==> src/ddbp_pkg.sv <==
// constants and types shared by the dma block
package ddbp_pkg;
   localparam int ADDR_W = 24;
   localparam int APB_AW = 12;
   // global page number and register offsets (word index within a page)
   localparam logic [3:0] GLB_PAGE = 4'h0;
   localparam logic [1:0] REG_CTRL = 2'h0;
   localparam logic [1:0] REG_SRC = 2'h1;
   localparam logic [1:0] REG_DST = 2'h2;
   localparam logic [1:0] REG_CNT = 2'h3;
   // channel control bit positions
   localparam int BIT_START = 0;
   localparam int BIT_SDEC = 1;
   localparam int BIT_DDEC = 2;
   localparam int BIT_IE = 3;
   localparam int BIT_BUSY = 4;
   localparam int BIT_DONE = 5;
   // global control bit positions
   localparam int BIT_MODE = 0;
   localparam int BIT_CHROT = 2;
   // bus priority modes
   localparam logic [1:0] PRI_CPU = 2'h0;
   localparam logic [1:0] PRI_DMA = 2'h1;
   localparam logic [1:0] PRI_ROT = 2'h2;
   // reset values and the one-word pointer step
   localparam logic [1:0] MODE_RST = 2'h0;
   localparam logic [ADDR_W-1:0] PTR_RST = 24'h00_0000;
   localparam logic [ADDR_W-1:0] PTR_ONE = 24'h00_0001;
   localparam logic [31:0] WORD_RST = 32'h0000_0000;
   typedef enum logic [1:0] {ST_IDLE, ST_RD, ST_WR} ddbp_state_type;
endpackage

==> src/ddbp_top.sv <==
// dma controller top: apb registers, channel and cpu/dma bus arbitration
module ddbp_top #(
   parameter int NUM_CH = 2,
   parameter bit HAS_PRIO = 1'b1
) (
   // clock and reset
   input wire logic pclk,
   input wire logic presetn,
   // apb slave
   input wire logic psel,
   input wire logic penable,
   input wire logic pwrite,
   input wire logic [11:0] paddr,
   input wire logic [31:0] pwdata,
   output logic [31:0] prdata,
   output logic pready,
   output logic pslverr,
   // dma memory bus
   output logic mem_req,
   output logic mem_we,
   output logic [23:0] mem_addr,
   output logic [31:0] mem_wdata,
   input wire logic mem_ack,
   input wire logic [31:0] mem_rdata,
   // cpu bus request
   input wire logic cpu_req,
   output logic cpu_gnt,
   // interrupt to cpu
   output logic dma_irq
);
   logic [NUM_CH-1:0] ch_req, ch_we, ch_ack, ch_int;
   logic [23:0] ch_addr [NUM_CH];
   logic [31:0] ch_wdata [NUM_CH];
   logic [31:0] ch_rd [NUM_CH];
   logic [1:0] mode_r, mode_nxt, mode;
   logic chrot_r, chrot_nxt, last_ch_r, last_ch_nxt, last_dma_r, last_dma_nxt;
   logic owner_r, owner_nxt, pick, dma_want, dma_win;
   logic mem_req_r, mem_req_nxt, mem_we_r, mem_we_nxt;
   logic [23:0] mem_addr_r, mem_addr_nxt;
   logic [31:0] mem_wdata_r, mem_wdata_nxt, prdata_r, prdata_nxt;
   logic cpu_gnt_r, cpu_gnt_nxt, irq_r, irq_nxt;
   logic pready_r, pready_nxt, pslverr_r, pslverr_nxt, setup, acc_wr;

   // true when the address hits a channel page
   function automatic logic ch_hit(input logic [11:0] a, input int ch);
      ch_hit = a[11:8] == 4'h0 && a[7:4] == 4'(ch + 1);
   endfunction

   // true for any mapped, word-aligned register
   function automatic logic map_ok(input logic [11:0] a);
      map_ok = a[1:0] == 2'h0 && a[11:8] == 4'h0
         && ((a[7:4] == ddbp_pkg::GLB_PAGE && a[3:2] == 2'h0)
         || (a[7:4] != ddbp_pkg::GLB_PAGE && int'(a[7:4]) <= NUM_CH));
   endfunction

   assign setup = psel && !penable;
   assign acc_wr = psel && penable && pready_r && pwrite && !pslverr_r;

   //////////////////////////////////////////////////////////////////////
   // channels; NUM_CH instances, the second channel being optional
   for (genvar i = 0; i < NUM_CH; i++) begin : g_ch
      logic [31:0] ctrl_q;
      logic [23:0] src_q, dst_q, cnt_q;
      ddbp_channel u_ch (
         .pclk(pclk),
         .presetn(presetn),
         .wr_en(acc_wr && ch_hit(paddr, i)),
         .wr_idx(paddr[3:2]),
         .wdata(pwdata),
         .ctrl_q(ctrl_q),
         .src_q(src_q),
         .dst_q(dst_q),
         .cnt_q(cnt_q),
         .req(ch_req[i]),
         .req_we(ch_we[i]),
         .req_addr(ch_addr[i]),
         .req_wdata(ch_wdata[i]),
         .ack(ch_ack[i]),
         .rdata(mem_rdata)
      );
      assign ch_ack[i] = mem_req_r && mem_ack && owner_r == 1'(i);
      assign ch_int[i] = ctrl_q[ddbp_pkg::BIT_DONE] && ctrl_q[ddbp_pkg::BIT_IE];
      assign ch_rd[i] = paddr[3:2] == ddbp_pkg::REG_CTRL ? ctrl_q
         : paddr[3:2] == ddbp_pkg::REG_SRC ? {8'h00, src_q}
         : paddr[3:2] == ddbp_pkg::REG_DST ? {8'h00, dst_q} : {8'h00, cnt_q};
   end

   //////////////////////////////////////////////////////////////////////
   // apb: one wait-free access phase; answer prepared during setup
   always_comb begin
      mode_nxt = mode_r;
      chrot_nxt = chrot_r;
      prdata_nxt = prdata_r;
      pready_nxt = setup;
      pslverr_nxt = setup && !map_ok(paddr);
      if (setup && !pwrite) begin
         if (!map_ok(paddr)) begin
            prdata_nxt = ddbp_pkg::WORD_RST;
         end else if (paddr[7:4] == ddbp_pkg::GLB_PAGE) begin
            prdata_nxt = {29'h0000_0000, chrot_r, mode_r};
         end else begin
            prdata_nxt = ch_rd[paddr[5] && NUM_CH > 1];
         end
      end
      if (acc_wr && paddr[7:4] == ddbp_pkg::GLB_PAGE) begin
         mode_nxt = pwdata[ddbp_pkg::BIT_MODE +: 2];
         chrot_nxt = pwdata[ddbp_pkg::BIT_CHROT];
      end
   end

   //////////////////////////////////////////////////////////////////////
   // arbitration; only a free bus is arbitrated, a started word runs out
   always_comb begin
      mode = HAS_PRIO ? mode_r : ddbp_pkg::PRI_CPU;
      dma_want = |ch_req;
      // channel pick: fixed channel 0 first, or alternate when rotating
      pick = NUM_CH > 1 && ch_req[NUM_CH-1]
         && (!ch_req[0] || (chrot_r && !last_ch_r));
      case (mode)
         ddbp_pkg::PRI_DMA: dma_win = dma_want;
         ddbp_pkg::PRI_ROT: dma_win = dma_want && (!cpu_req || !last_dma_r);
         default: dma_win = dma_want && !cpu_req;
      endcase
      mem_req_nxt = mem_req_r;
      mem_we_nxt = mem_we_r;
      mem_addr_nxt = mem_addr_r;
      mem_wdata_nxt = mem_wdata_r;
      owner_nxt = owner_r;
      last_ch_nxt = last_ch_r;
      last_dma_nxt = last_dma_r;
      cpu_gnt_nxt = !mem_req_r && cpu_req && !dma_win;
      if (mem_req_r) begin
         if (mem_ack) begin
            mem_req_nxt = 1'b0;
         end
      end else if (dma_win) begin
         mem_req_nxt = 1'b1;
         mem_we_nxt = ch_we[pick];
         mem_addr_nxt = ch_addr[pick];
         mem_wdata_nxt = ch_wdata[pick];
         owner_nxt = pick;
         last_ch_nxt = pick;
         last_dma_nxt = 1'b1;
      end else if (cpu_req) begin
         last_dma_nxt = 1'b0;
      end
      irq_nxt = |ch_int;
   end

   // register stage; last winner resets to dma so the cpu takes the first turn
   always_ff @(posedge pclk or negedge presetn) begin
      if (!presetn) begin
         mode_r <= ddbp_pkg::MODE_RST;
         chrot_r <= 1'b0;
         prdata_r <= ddbp_pkg::WORD_RST;
         pready_r <= 1'b0;
         pslverr_r <= 1'b0;
         mem_req_r <= 1'b0;
         mem_we_r <= 1'b0;
         mem_addr_r <= ddbp_pkg::PTR_RST;
         mem_wdata_r <= ddbp_pkg::WORD_RST;
         owner_r <= 1'b0;
         last_ch_r <= 1'b1;
         last_dma_r <= 1'b1;
         cpu_gnt_r <= 1'b0;
         irq_r <= 1'b0;
      end else begin
         mode_r <= mode_nxt;
         chrot_r <= chrot_nxt;
         prdata_r <= prdata_nxt;
         pready_r <= pready_nxt;
         pslverr_r <= pslverr_nxt;
         mem_req_r <= mem_req_nxt;
         mem_we_r <= mem_we_nxt;
         mem_addr_r <= mem_addr_nxt;
         mem_wdata_r <= mem_wdata_nxt;
         owner_r <= owner_nxt;
         last_ch_r <= last_ch_nxt;
         last_dma_r <= last_dma_nxt;
         cpu_gnt_r <= cpu_gnt_nxt;
         irq_r <= irq_nxt;
      end
   end

   assign prdata = prdata_r;
   assign pready = pready_r;
   assign pslverr = pslverr_r;
   assign mem_req = mem_req_r;
   assign mem_we = mem_we_r;
   assign mem_addr = mem_addr_r;
   assign mem_wdata = mem_wdata_r;
   assign cpu_gnt = cpu_gnt_r;
   assign dma_irq = irq_r;
endmodule

==> src/ddbp_channel.sv <==
// one transfer channel: registers, pointers and read-then-write sequencer
module ddbp_channel (
   // clock and reset
   input wire logic pclk,
   input wire logic presetn,
   // register writes
   input wire logic wr_en,
   input wire logic [1:0] wr_idx,
   input wire logic [31:0] wdata,
   // register contents
   output logic [31:0] ctrl_q,
   output logic [23:0] src_q,
   output logic [23:0] dst_q,
   output logic [23:0] cnt_q,
   // memory side
   output logic req,
   output logic req_we,
   output logic [23:0] req_addr,
   output logic [31:0] req_wdata,
   input wire logic ack,
   input wire logic [31:0] rdata
);
   ddbp_pkg::ddbp_state_type state_r, state_nxt;
   logic [23:0] src_r, src_nxt, dst_r, dst_nxt, cnt_r, cnt_nxt;
   logic [31:0] data_r, data_nxt;
   logic sdec_r, sdec_nxt, ddec_r, ddec_nxt, ie_r, ie_nxt, done_r, done_nxt;
   logic wr_ctl, idle;

   // one step of a pointer, up or down
   function automatic logic [23:0] step(input logic [23:0] p, input logic dec);
      step = dec ? p - ddbp_pkg::PTR_ONE : p + ddbp_pkg::PTR_ONE;
   endfunction

   assign wr_ctl = wr_en && wr_idx == ddbp_pkg::REG_CTRL;
   assign idle = state_r == ddbp_pkg::ST_IDLE;

   //////////////////////////////////////////////////////////////////////
   // next state; setup writes only land while idle so a block stays coherent
   always_comb begin
      state_nxt = state_r;
      src_nxt = src_r;
      dst_nxt = dst_r;
      cnt_nxt = cnt_r;
      data_nxt = data_r;
      sdec_nxt = sdec_r;
      ddec_nxt = ddec_r;
      ie_nxt = ie_r;
      done_nxt = done_r;
      if (wr_en && idle) begin
         case (wr_idx)
            ddbp_pkg::REG_SRC: src_nxt = wdata[23:0];
            ddbp_pkg::REG_DST: dst_nxt = wdata[23:0];
            ddbp_pkg::REG_CNT: cnt_nxt = wdata[23:0];
            default: ;
         endcase
      end
      if (wr_ctl) begin
         ie_nxt = wdata[ddbp_pkg::BIT_IE];
         if (wdata[ddbp_pkg::BIT_DONE]) begin
            done_nxt = 1'b0;
         end
         if (idle) begin
            sdec_nxt = wdata[ddbp_pkg::BIT_SDEC];
            ddec_nxt = wdata[ddbp_pkg::BIT_DDEC];
         end
      end
      // sets below come after the clear, so a finish beats a clear
      case (state_r)
         ddbp_pkg::ST_IDLE: begin
            if (wr_ctl && wdata[ddbp_pkg::BIT_START]) begin
               if (cnt_r == '0) begin
                  done_nxt = 1'b1;
               end else begin
                  state_nxt = ddbp_pkg::ST_RD;
               end
            end
         end
         ddbp_pkg::ST_RD: begin
            if (ack) begin
               data_nxt = rdata;
               state_nxt = ddbp_pkg::ST_WR;
            end
         end
         ddbp_pkg::ST_WR: begin
            if (ack) begin
               src_nxt = step(src_r, sdec_r);
               dst_nxt = step(dst_r, ddec_r);
               cnt_nxt = cnt_r - ddbp_pkg::PTR_ONE;
               if (cnt_nxt == '0) begin
                  done_nxt = 1'b1;
                  state_nxt = ddbp_pkg::ST_IDLE;
               end else begin
                  state_nxt = ddbp_pkg::ST_RD;
               end
            end
         end
         default: state_nxt = ddbp_pkg::ST_IDLE;
      endcase
   end

   // register stage
   always_ff @(posedge pclk or negedge presetn) begin
      if (!presetn) begin
         state_r <= ddbp_pkg::ST_IDLE;
         src_r <= ddbp_pkg::PTR_RST;
         dst_r <= ddbp_pkg::PTR_RST;
         cnt_r <= ddbp_pkg::PTR_RST;
         data_r <= ddbp_pkg::WORD_RST;
         sdec_r <= 1'b0;
         ddec_r <= 1'b0;
         ie_r <= 1'b0;
         done_r <= 1'b0;
      end else begin
         state_r <= state_nxt;
         src_r <= src_nxt;
         dst_r <= dst_nxt;
         cnt_r <= cnt_nxt;
         data_r <= data_nxt;
         sdec_r <= sdec_nxt;
         ddec_r <= ddec_nxt;
         ie_r <= ie_nxt;
         done_r <= done_nxt;
      end
   end

   // read phase first, then the write of the captured word
   assign req = !idle;
   assign req_we = state_r == ddbp_pkg::ST_WR;
   assign req_addr = req_we ? dst_r : src_r;
   assign req_wdata = data_r;
   assign ctrl_q = {26'h000_0000, done_r, !idle, ie_r, ddec_r, sdec_r, 1'b0};
   assign src_q = src_r;
   assign dst_q = dst_r;
   assign cnt_q = cnt_r;
endmodule

==> config.mk <==
export PLATFORM = sky130hd
export DESIGN_NAME = ddbp_top
export DESIGN_NICKNAME = d
export VERILOG_FILES = /design/src/ddbp_pkg.sv /design/src/ddbp_top.sv /design/src/ddbp_channel.sv
export SDC_FILE = /design/constraint.sdc
export NUM_CORES = 1
export LEC_CHECK = 0
export BUFFER_PORTS_ARGS = -buffer_cell sky130_fd_sc_hd__buf_2
export CORE_ASPECT_RATIO = 1.25
export CORE_MARGIN = 5
export CORE_UTILIZATION = 61
export CTS_CLUSTER_SIZE = 28
export DETAILED_ROUTE_END_ITERATION = 12
export PLACE_DENSITY = 0.79
export REMOVE_ABC_BUFFERS = 1
export SLEW_MARGIN = 20
export SYNTH_ARGS = -nofsm -noshare
export SYNTH_HDL_FRONTEND = slang
export SYNTH_SLANG_ARGS = --single-unit
==> constraint.sdc <==
create_clock -name pclk -period 3.7 [get_ports pclk]
set_input_delay 0.555 -clock pclk [delete_from_list [all_inputs] [get_ports pclk]]
set_output_delay 0.555 -clock pclk [all_outputs]
set_load 0.05 [all_outputs]
==> results of run 1 <==
==> timing repair <==
item,in CTS,in global routing
buffers inserted,0,0
gates resized for setup,0,1
endpoints found under the setup margin,0,1
==> metal layers <==
| metal | vias to the layer above | global-route usage (%) | share of wire (%) |
|---|---|---|---|
| li1 | 8302 | - | - |
| met3 | 257 | 7.11 | 8.7 |
| met2 | 921 | 54.4 | 46 |
| met4 | 0 | 20.8 | 7.2 |
| met5 | - | 0 | 0 |
| met1 | 8803 | 41.3 | 38 |
==> cell type report <==
cell class / instances / area, um2 / share of cell area, %
repair buffers: 234 / 1480 / 6.41
inverters: 40 / 150 / 0.651
clock buffers: 46 / 977 / 4.23
multi-input cells: 1740 / 11900 / 51.5
flip-flops and latches: 312 / 7810 / 33.8
well taps: 418 / 523 / 2.27
clock inverters: 16 / 253 / 1.10
==> report_power, final <==
part	leakage [nW]	total, W	internal, W	switching (W)
sequential	4.21	0.00437	0.00388	0.000488
combinational	6.11	0.00244	0.000907	0.00153
clock	0.595	0.00378	0.00229	0.00148
total	10.9	0.0106	0.00708	0.00351
==> metrics by stage <==
stage / util, % / instance area (um2)
6_report: 70.4 / 23100
4_1_cts: 70.4 / 23100
2_1_floorplan: - / 19800
5_1_grt: 70.4 / 23100
3_5_place_dp: 66.6 / 21800
3_3_place_gp: 66.6 / 21800
==> kinds of logic after synthesis <==
group / count (synthesis)
xor gates and xnor gates: 78
adders and majority gates: 96
and+or+nand+nor: 703
buffers and inverters: 165
other: 1
muxes: 254
DFF: 312
AOI/OAI and AO/OA: 601
==> synthesized netlist by cell type (all sizes together), types with 36 or more instances <==
master | n | area [um2]
dfrtp | 310 | 7760
nand2 | 295 | 1110
o21ai | 227 | 1140
nor2 | 184 | 696
a21oi | 146 | 731
mux2i | 131 | 1310
mux2 | 96 | 1080
ha | 92 | 1150
clkbuf | 91 | 342
xnor2 | 46 | 403
nor3 | 43 | 225
inv | 40 | 150
nand3 | 37 | 185
a21o | 36 | 270
==> worst register-to-register path, cell delays in order (launching register included) <==
cell and delay, ps:
dfrtp_1 450, buf_4 220, ha_1 360, o21ai_0 130
o21ai_0 360, a31o_2 340, a2111oi_0 140, nor3_1 610
a22oi_1 190, mux2i_1 220, mux2_2 360, nor2_1 100
==> registers in the layout (all words and copies together), names as in the netlist, 2 cells and up <==
| signal | count |
|---|---|
| g_ch.u_ch.req_wdata | 64 |
| g_ch.u_ch.cnt_q | 48 |
| g_ch.u_ch.dst_q | 48 |
| g_ch.u_ch.src_q | 48 |
| mem_wdata | 32 |
| mem_addr | 24 |
| prdata | 24 |
| g_ch.u_ch.state_r | 4 |
| g_ch.u_ch.ddec_r | 2 |
| g_ch.u_ch.done_r | 2 |
| g_ch.u_ch.ie_r | 2 |
| g_ch.u_ch.sdec_r | 2 |
| mode | 2 |
==> how the worst max path moves through the flow <==
stage                                         from                                to  slack, ps  cells after the start
4_1_cts            g_ch[1].u_ch.ddec_r$_DFFE_PN0P_  g_ch[1].u_ch.dst_q[20]$_DFF_PN0_        280                     12
3_5_place_dp       g_ch[1].u_ch.ddec_r$_DFFE_PN0P_  g_ch[1].u_ch.dst_q[20]$_DFF_PN0_        300                     12
3_3_place_gp       g_ch[1].u_ch.ddec_r$_DFFE_PN0P_  g_ch[1].u_ch.dst_q[20]$_DFF_PN0_        360                     12
6_report           g_ch[0].u_ch.ddec_r$_DFFE_PN0P_  g_ch[0].u_ch.dst_q[23]$_DFF_PN0_        150                     11
2_1_floorplan  g_ch[0].u_ch.state_r[0]$_DFFE_PN0P_   g_ch[0].u_ch.cnt_q[5]$_DFF_PN0_      -2560                      6
5_1_grt            g_ch[0].u_ch.ddec_r$_DFFE_PN0P_  g_ch[0].u_ch.dst_q[23]$_DFF_PN0_         50                     11
==> reports/qor.yml, run 1 <==
synth_compound_area_share_pct: 18.0
r2r_slack_ps: 150
clockBufferDepth: 3
syn_area_um2: 20300
rr_startpoint: "g_ch[0].u_ch.ddec_r$_DFFE_PN0P_"
core_um2: 32800
grt_max_degree: 102
rows: 74
ys_seq_area_share_pct: 38.6
synthSimpleGateAreaFrac_pct: 15.9
worst_slew_pin_slew_ps: 1070
pre_cts_slack_ps: 304
worstSetupPathType: "register to register"
cts_buffers: 35
cap_violations: 0
dp_hpwl_um: 44000
ant_nets: 0
rsz0062_at_grt: "false"
fin_tns_setup_ps: 0
cts.sinks: 312
via_per_inst: 6.52
synthAdderAreaFrac_pct: 6.08
fillers: 2515
stdcell_count: 2806
root_buffer: "clkbuf_16"
max_slew_margin_pct: 27.7
ys_async_sr_fraction_pct: 100
critPathMaxFanout: 10
muxShareOfSynthArea_pct: 14.8
fmax_ghz: 0.282
drc: 0
area_growth_pct: 13.9
slowest_stage: "nor3_1"
io_buffers: 160
yosysWarnings: 0
holdBufCountCts: 0
power.density_nw_per_um2: 459
final_cell_mix: "310 x dfrtp_1, 294 x nand2_1, 226 x o21ai_0, 175 x nor2_1, 159 x buf_2"
reg2reg_depth: 11
htreeDepth: 2
die-height_um: 214
final.period_utilization_pct: 95.9
final_common_cell: "dfrtp_1"
dpl.cell_count: 2744
wl_per_cell_um: 22.4
synth_xor_area_share_pct: 3.37
status: "finished, final reports clean"
cts_tree: "built"
cpMostUsedCell: "o21ai_0"
die_x_um: 173
setup_slack_ps: 150
path_cells: "buf_4 > ha_1 > o21ai_0 > o21ai_0 > a31o_2 > a2111oi_0 > nor3_1 > a22oi_1 > mux2i_1 > mux2_2 > nor2_1"
route.vias.total: 18300
start_util_pct: 61.8
hold_violations: 0
cp-start-kind: "register"
holdCritPathClass: "input pin to asynchronous set/reset pin"
worst_hold_slack_ps: 86.5
setup_viol: 0
grt_pass1_vias: 18100
period_minus_slack_ps: 3550
grt_pass1_wl_um: 98900
wirelength_um: 62800
worstPathRequired_ps: 4160
crit_family: "compound AO/OA/AOI/OAI gates"
yosysUniqueCellTypes: 75
crit_buf_inv: 1
worstPathArrival_ps: 4010
p_leak_nw: 10.9
r2r-end: "g_ch[0].u_ch.dst_q[23]$_DFF_PN0_"
first_pass_iters: 8
fin_skew_ps: 19.9
gp_congestion: 0.983
clk_pin_slew_ps: 60
synth_top_family_by_area: "compound AO/OA/AOI/OAI gates"
grt_usage_pct: 33.4
pin_count: 177
synth.ff_latch_count: 312
n_antenna_cell: 0
fin_nets: 2542
first_iter_violations: 1580
slowest_delay_ps: 610
antenna_found_initial: 1
slew_violations: 0
layout-drive-gt1-share_pct: 19.7
critPathCaptureType: "register"
synthCells: 2210
die-area_um2: 37000
worstSkewPairLatency_ps: 540
postSynthAreaPerCell_um2: 9.17
synthFlopType: "dfrtp_1"
synth-edff-count: 0
grt_overflow_total: 0
power_w: 0.0106
ir_worst_vdd_mv: 0.466
Note: power is estimated with default switching activity, not from simulation.
==> inputs of run 2 (changes only) <==
--- a/config.mk
+++ b/config.mk
@@ -11,6 +11,7 @@
 export CORE_UTILIZATION = 61
 export CTS_CLUSTER_SIZE = 28
 export DETAILED_ROUTE_END_ITERATION = 12
+export MAX_ROUTING_LAYER = met4
 export PLACE_DENSITY = 0.79
 export REMOVE_ABC_BUFFERS = 1
 export SLEW_MARGIN = 20
==> run 2 against run 1 <==
Net effect:
- count of clock-buffer cells in the layout rose by 5
- maximum frequency rose by 0.69%
- design area rose by 0.18%
- sequential power barely moved
- clock power barely moved
- critical endpoint is now g_ch[1].u_ch.src_q[21]$_DFF_PN0_
==> reports/qor.yml, run 2 (synthesis results as in run 1) <==
period_minus_slack_ps: 3530  # -24.5 ps
status: "finished, final reports clean"
die-area_um2: 37000  # unchanged
max_slew_margin_pct: 29.1  # +1.4 points
slew_violations: 0  # unchanged
core_um2: 32800  # unchanged
cts_tree: "built"
largest_reg_flops: 64  # unchanged
grt_overflow_total: 0  # unchanged
ir_worst_vdd_mv: 0.480  # +3.1%
final_common_cell: "dfrtp_1"
cts_setup_buffers: 0  # unchanged
fin_tns_setup_ps: 0  # unchanged
grt_max_degree: 89  # -13%
worstPathArrival_ps: 3890  # -120 ps
crit_family: "compound AO/OA/AOI/OAI gates"
grt_pass1_vias: 18300  # +1.3%
stdcell_count: 2810  # +0.14%
intPower_w: 0.00709  # +0.18%
area_growth_pct: 14.1
cap_violations: 0  # unchanged
worstPathRequired_ps: 4070  # -90 ps
fin_nets: 2546  # +0.16%
power.share.clock_pct: 35.7  # about the same
route.vias.total: 18300  # +0.25%
antenna_found_initial: 0  # -1
cp-start-kind: "register"
first_pass_iters: 5  # -3
r2r_slack_ps: 170  # +20 ps
grt_pass1_wl_um: 100000  # +1.2%
switching_share_pct: 33.2  # +0.077 points
r2r-end: "g_ch[1].u_ch.src_q[21]$_DFF_PN0_"
setup_viol: 0  # unchanged
n_antenna_cell: 0  # unchanged
grt_usage_pct: 34.8  # +1.3 points
reg2reg_depth: 11  # unchanged
drc: 0  # unchanged
fillers: 2520  # +0.20%
fmax_ghz: 0.284  # +0.69%
crit_buf_inv: 1  # unchanged
path_cells: "ha_1 > nand3_1 > o21ai_0 > o211ai_1 > a31oi_1 > a22o_1 > a211oi_1 > buf_4 > o21ai_0 > xnor2_1 > o21ai_0"
clk_pin_slew_ps: 60  # about the same
fin_util_pct: 70.5  # +0.13 points
io_buffers: 160  # unchanged
slowest_delay_ps: 540  # -70 ps
die_x_um: 173  # unchanged
die-height_um: 214  # unchanged
critPathMaxFanout: 7  # -3
fin_skew_ps: 18.5  # -1.40 ps
root_buffer: "clkbuf_16"
final_cell_mix: "310 x dfrtp_1, 294 x nand2_1, 226 x o21ai_0, 175 x nor2_1, 159 x buf_2"
via_per_inst: 6.52  # +0.11%
slowest_stage: "a31oi_1"
clockBufferDepth: 3  # unchanged
holdCritPathClass: "input pin to asynchronous set/reset pin"
power_frac_seq_pct: 41.2  # about the same
first_iter_violations: 1639  # +3.7%
pin_count: 177  # unchanged
power.combinational.fraction_pct: 23.1  # about the same
rr_startpoint: "g_ch[1].u_ch.sdec_r$_DFFE_PN0P_"
cts.sinks: 312  # unchanged
switchingPower_w: 0.00353  # +0.53%
gp_congestion: 0.999  # +1.7%
cts_buffers: 36  # +2.9%
htreeDepth: 2  # unchanged
p_leak_nw: 10.9  # +0.32%
critPathCaptureType: "register"
worstSetupPathType: "register to register"
worstSkewPairLatency_ps: 540  # about the same
wirelength_um: 63300  # +0.77%
power.density_nw_per_um2: 459  # +0.11%
worst_slew_pin_slew_ps: 1060  # -11.3 ps
cpMostUsedCell: "o21ai_0"
hold_violations: 0  # unchanged
final.period_utilization_pct: 95.3  # -0.66 points
dp_hpwl_um: 44600  # +1.5%
dpl.cell_count: 2747  # +0.11%
start_util_pct: 61.8  # unchanged
wl_per_cell_um: 22.5  # +0.63%
rows: 74  # unchanged
ant_nets: 0  # unchanged
rsz0062_at_grt: "false"
layout-drive-gt1-share_pct: 19.9  # +0.22 points
==> run 2: layout make-up <==
cell class	instances	area (um2)	area share, %
multi-input combinational	1740	11900	51.4
sequential	312	7810	33.8
timing repair buffer	237	1500	6.49
clock buffer	51	1080	4.66
tap	418	523	2.26
clock inverter	12	165	0.714
inverter	40	150	0.649
==> run 2: timing repair <==
action | CTS | global route
endpoints found under the setup margin | 0 | 3
resized for setup | 0 | 1
hold buffers | 0 | 0
==> run 2: worst max-delay path by stage <==
stage / startpoint / to / slack (ps) / cells past startpoint
after global routing: g_ch[0].u_ch.ddec_r$_DFFE_PN0P_ / g_ch[0].u_ch.dst_q[23]$_DFF_PN0_ / 40 / 11
after detailed placement: g_ch[1].u_ch.ddec_r$_DFFE_PN0P_ / g_ch[1].u_ch.dst_q[22]$_DFF_PN0_ / 140 / 13
after floorplan: g_ch[0].u_ch.state_r[0]$_DFFE_PN0P_ / g_ch[0].u_ch.cnt_q[5]$_DFF_PN0_ / -2560 / 6
after CTS: g_ch[1].u_ch.ddec_r$_DFFE_PN0P_ / g_ch[1].u_ch.dst_q[22]$_DFF_PN0_ / 110 / 13
after global placement: g_ch[1].u_ch.ddec_r$_DFFE_PN0P_ / g_ch[1].u_ch.dst_q[22]$_DFF_PN0_ / 130 / 13
final: g_ch[1].u_ch.sdec_r$_DFFE_PN0P_ / g_ch[1].u_ch.src_q[21]$_DFF_PN0_ / 170 / 11
==> run 2: routing by layer <==
metal	wire length, um	GRT usage [%]	vias to the layer above	part of all wire, %
met3	5600	6.67	270	8.8
met2	29100	54.6	946	46
met4	4550	21.7	0	7.2
met1	24000	41.8	8792	38
li1	-	-	8321	-
met5	0	-	-	0
==> run 2: power by group through the flow <==
stage | sequential, W | clock, W | combinational [W]
6_report | 0.00437 | 0.00379 | 0.00245
5_1_grt | 0.00444 | 0.00397 | 0.00268
4_1_cts | 0.00436 | 0.00382 | 0.00245
3_5_place_dp | 0.00442 | 0 | 0.00243
3_3_place_gp | 0.00438 | 0 | 0.00235
2_1_floorplan | 0.00463 | 0 | 0.00133
==> run 2: through the flow <==
stage / power [W] / setup slack, ps / hold slack, ps / area [um2]
after floorplan: 0.00597 / -2560 / 259 / 19800
after global placement: 0.00674 / 130 / 446 / 21900
after detailed placement: 0.00685 / 138 / 462 / 21900
after CTS: 0.0106 / 109 / 84.9 / 23100
after global routing: 0.0111 / 43.5 / 115 / 23100
final: 0.0106 / 175 / 36.7 / 23100
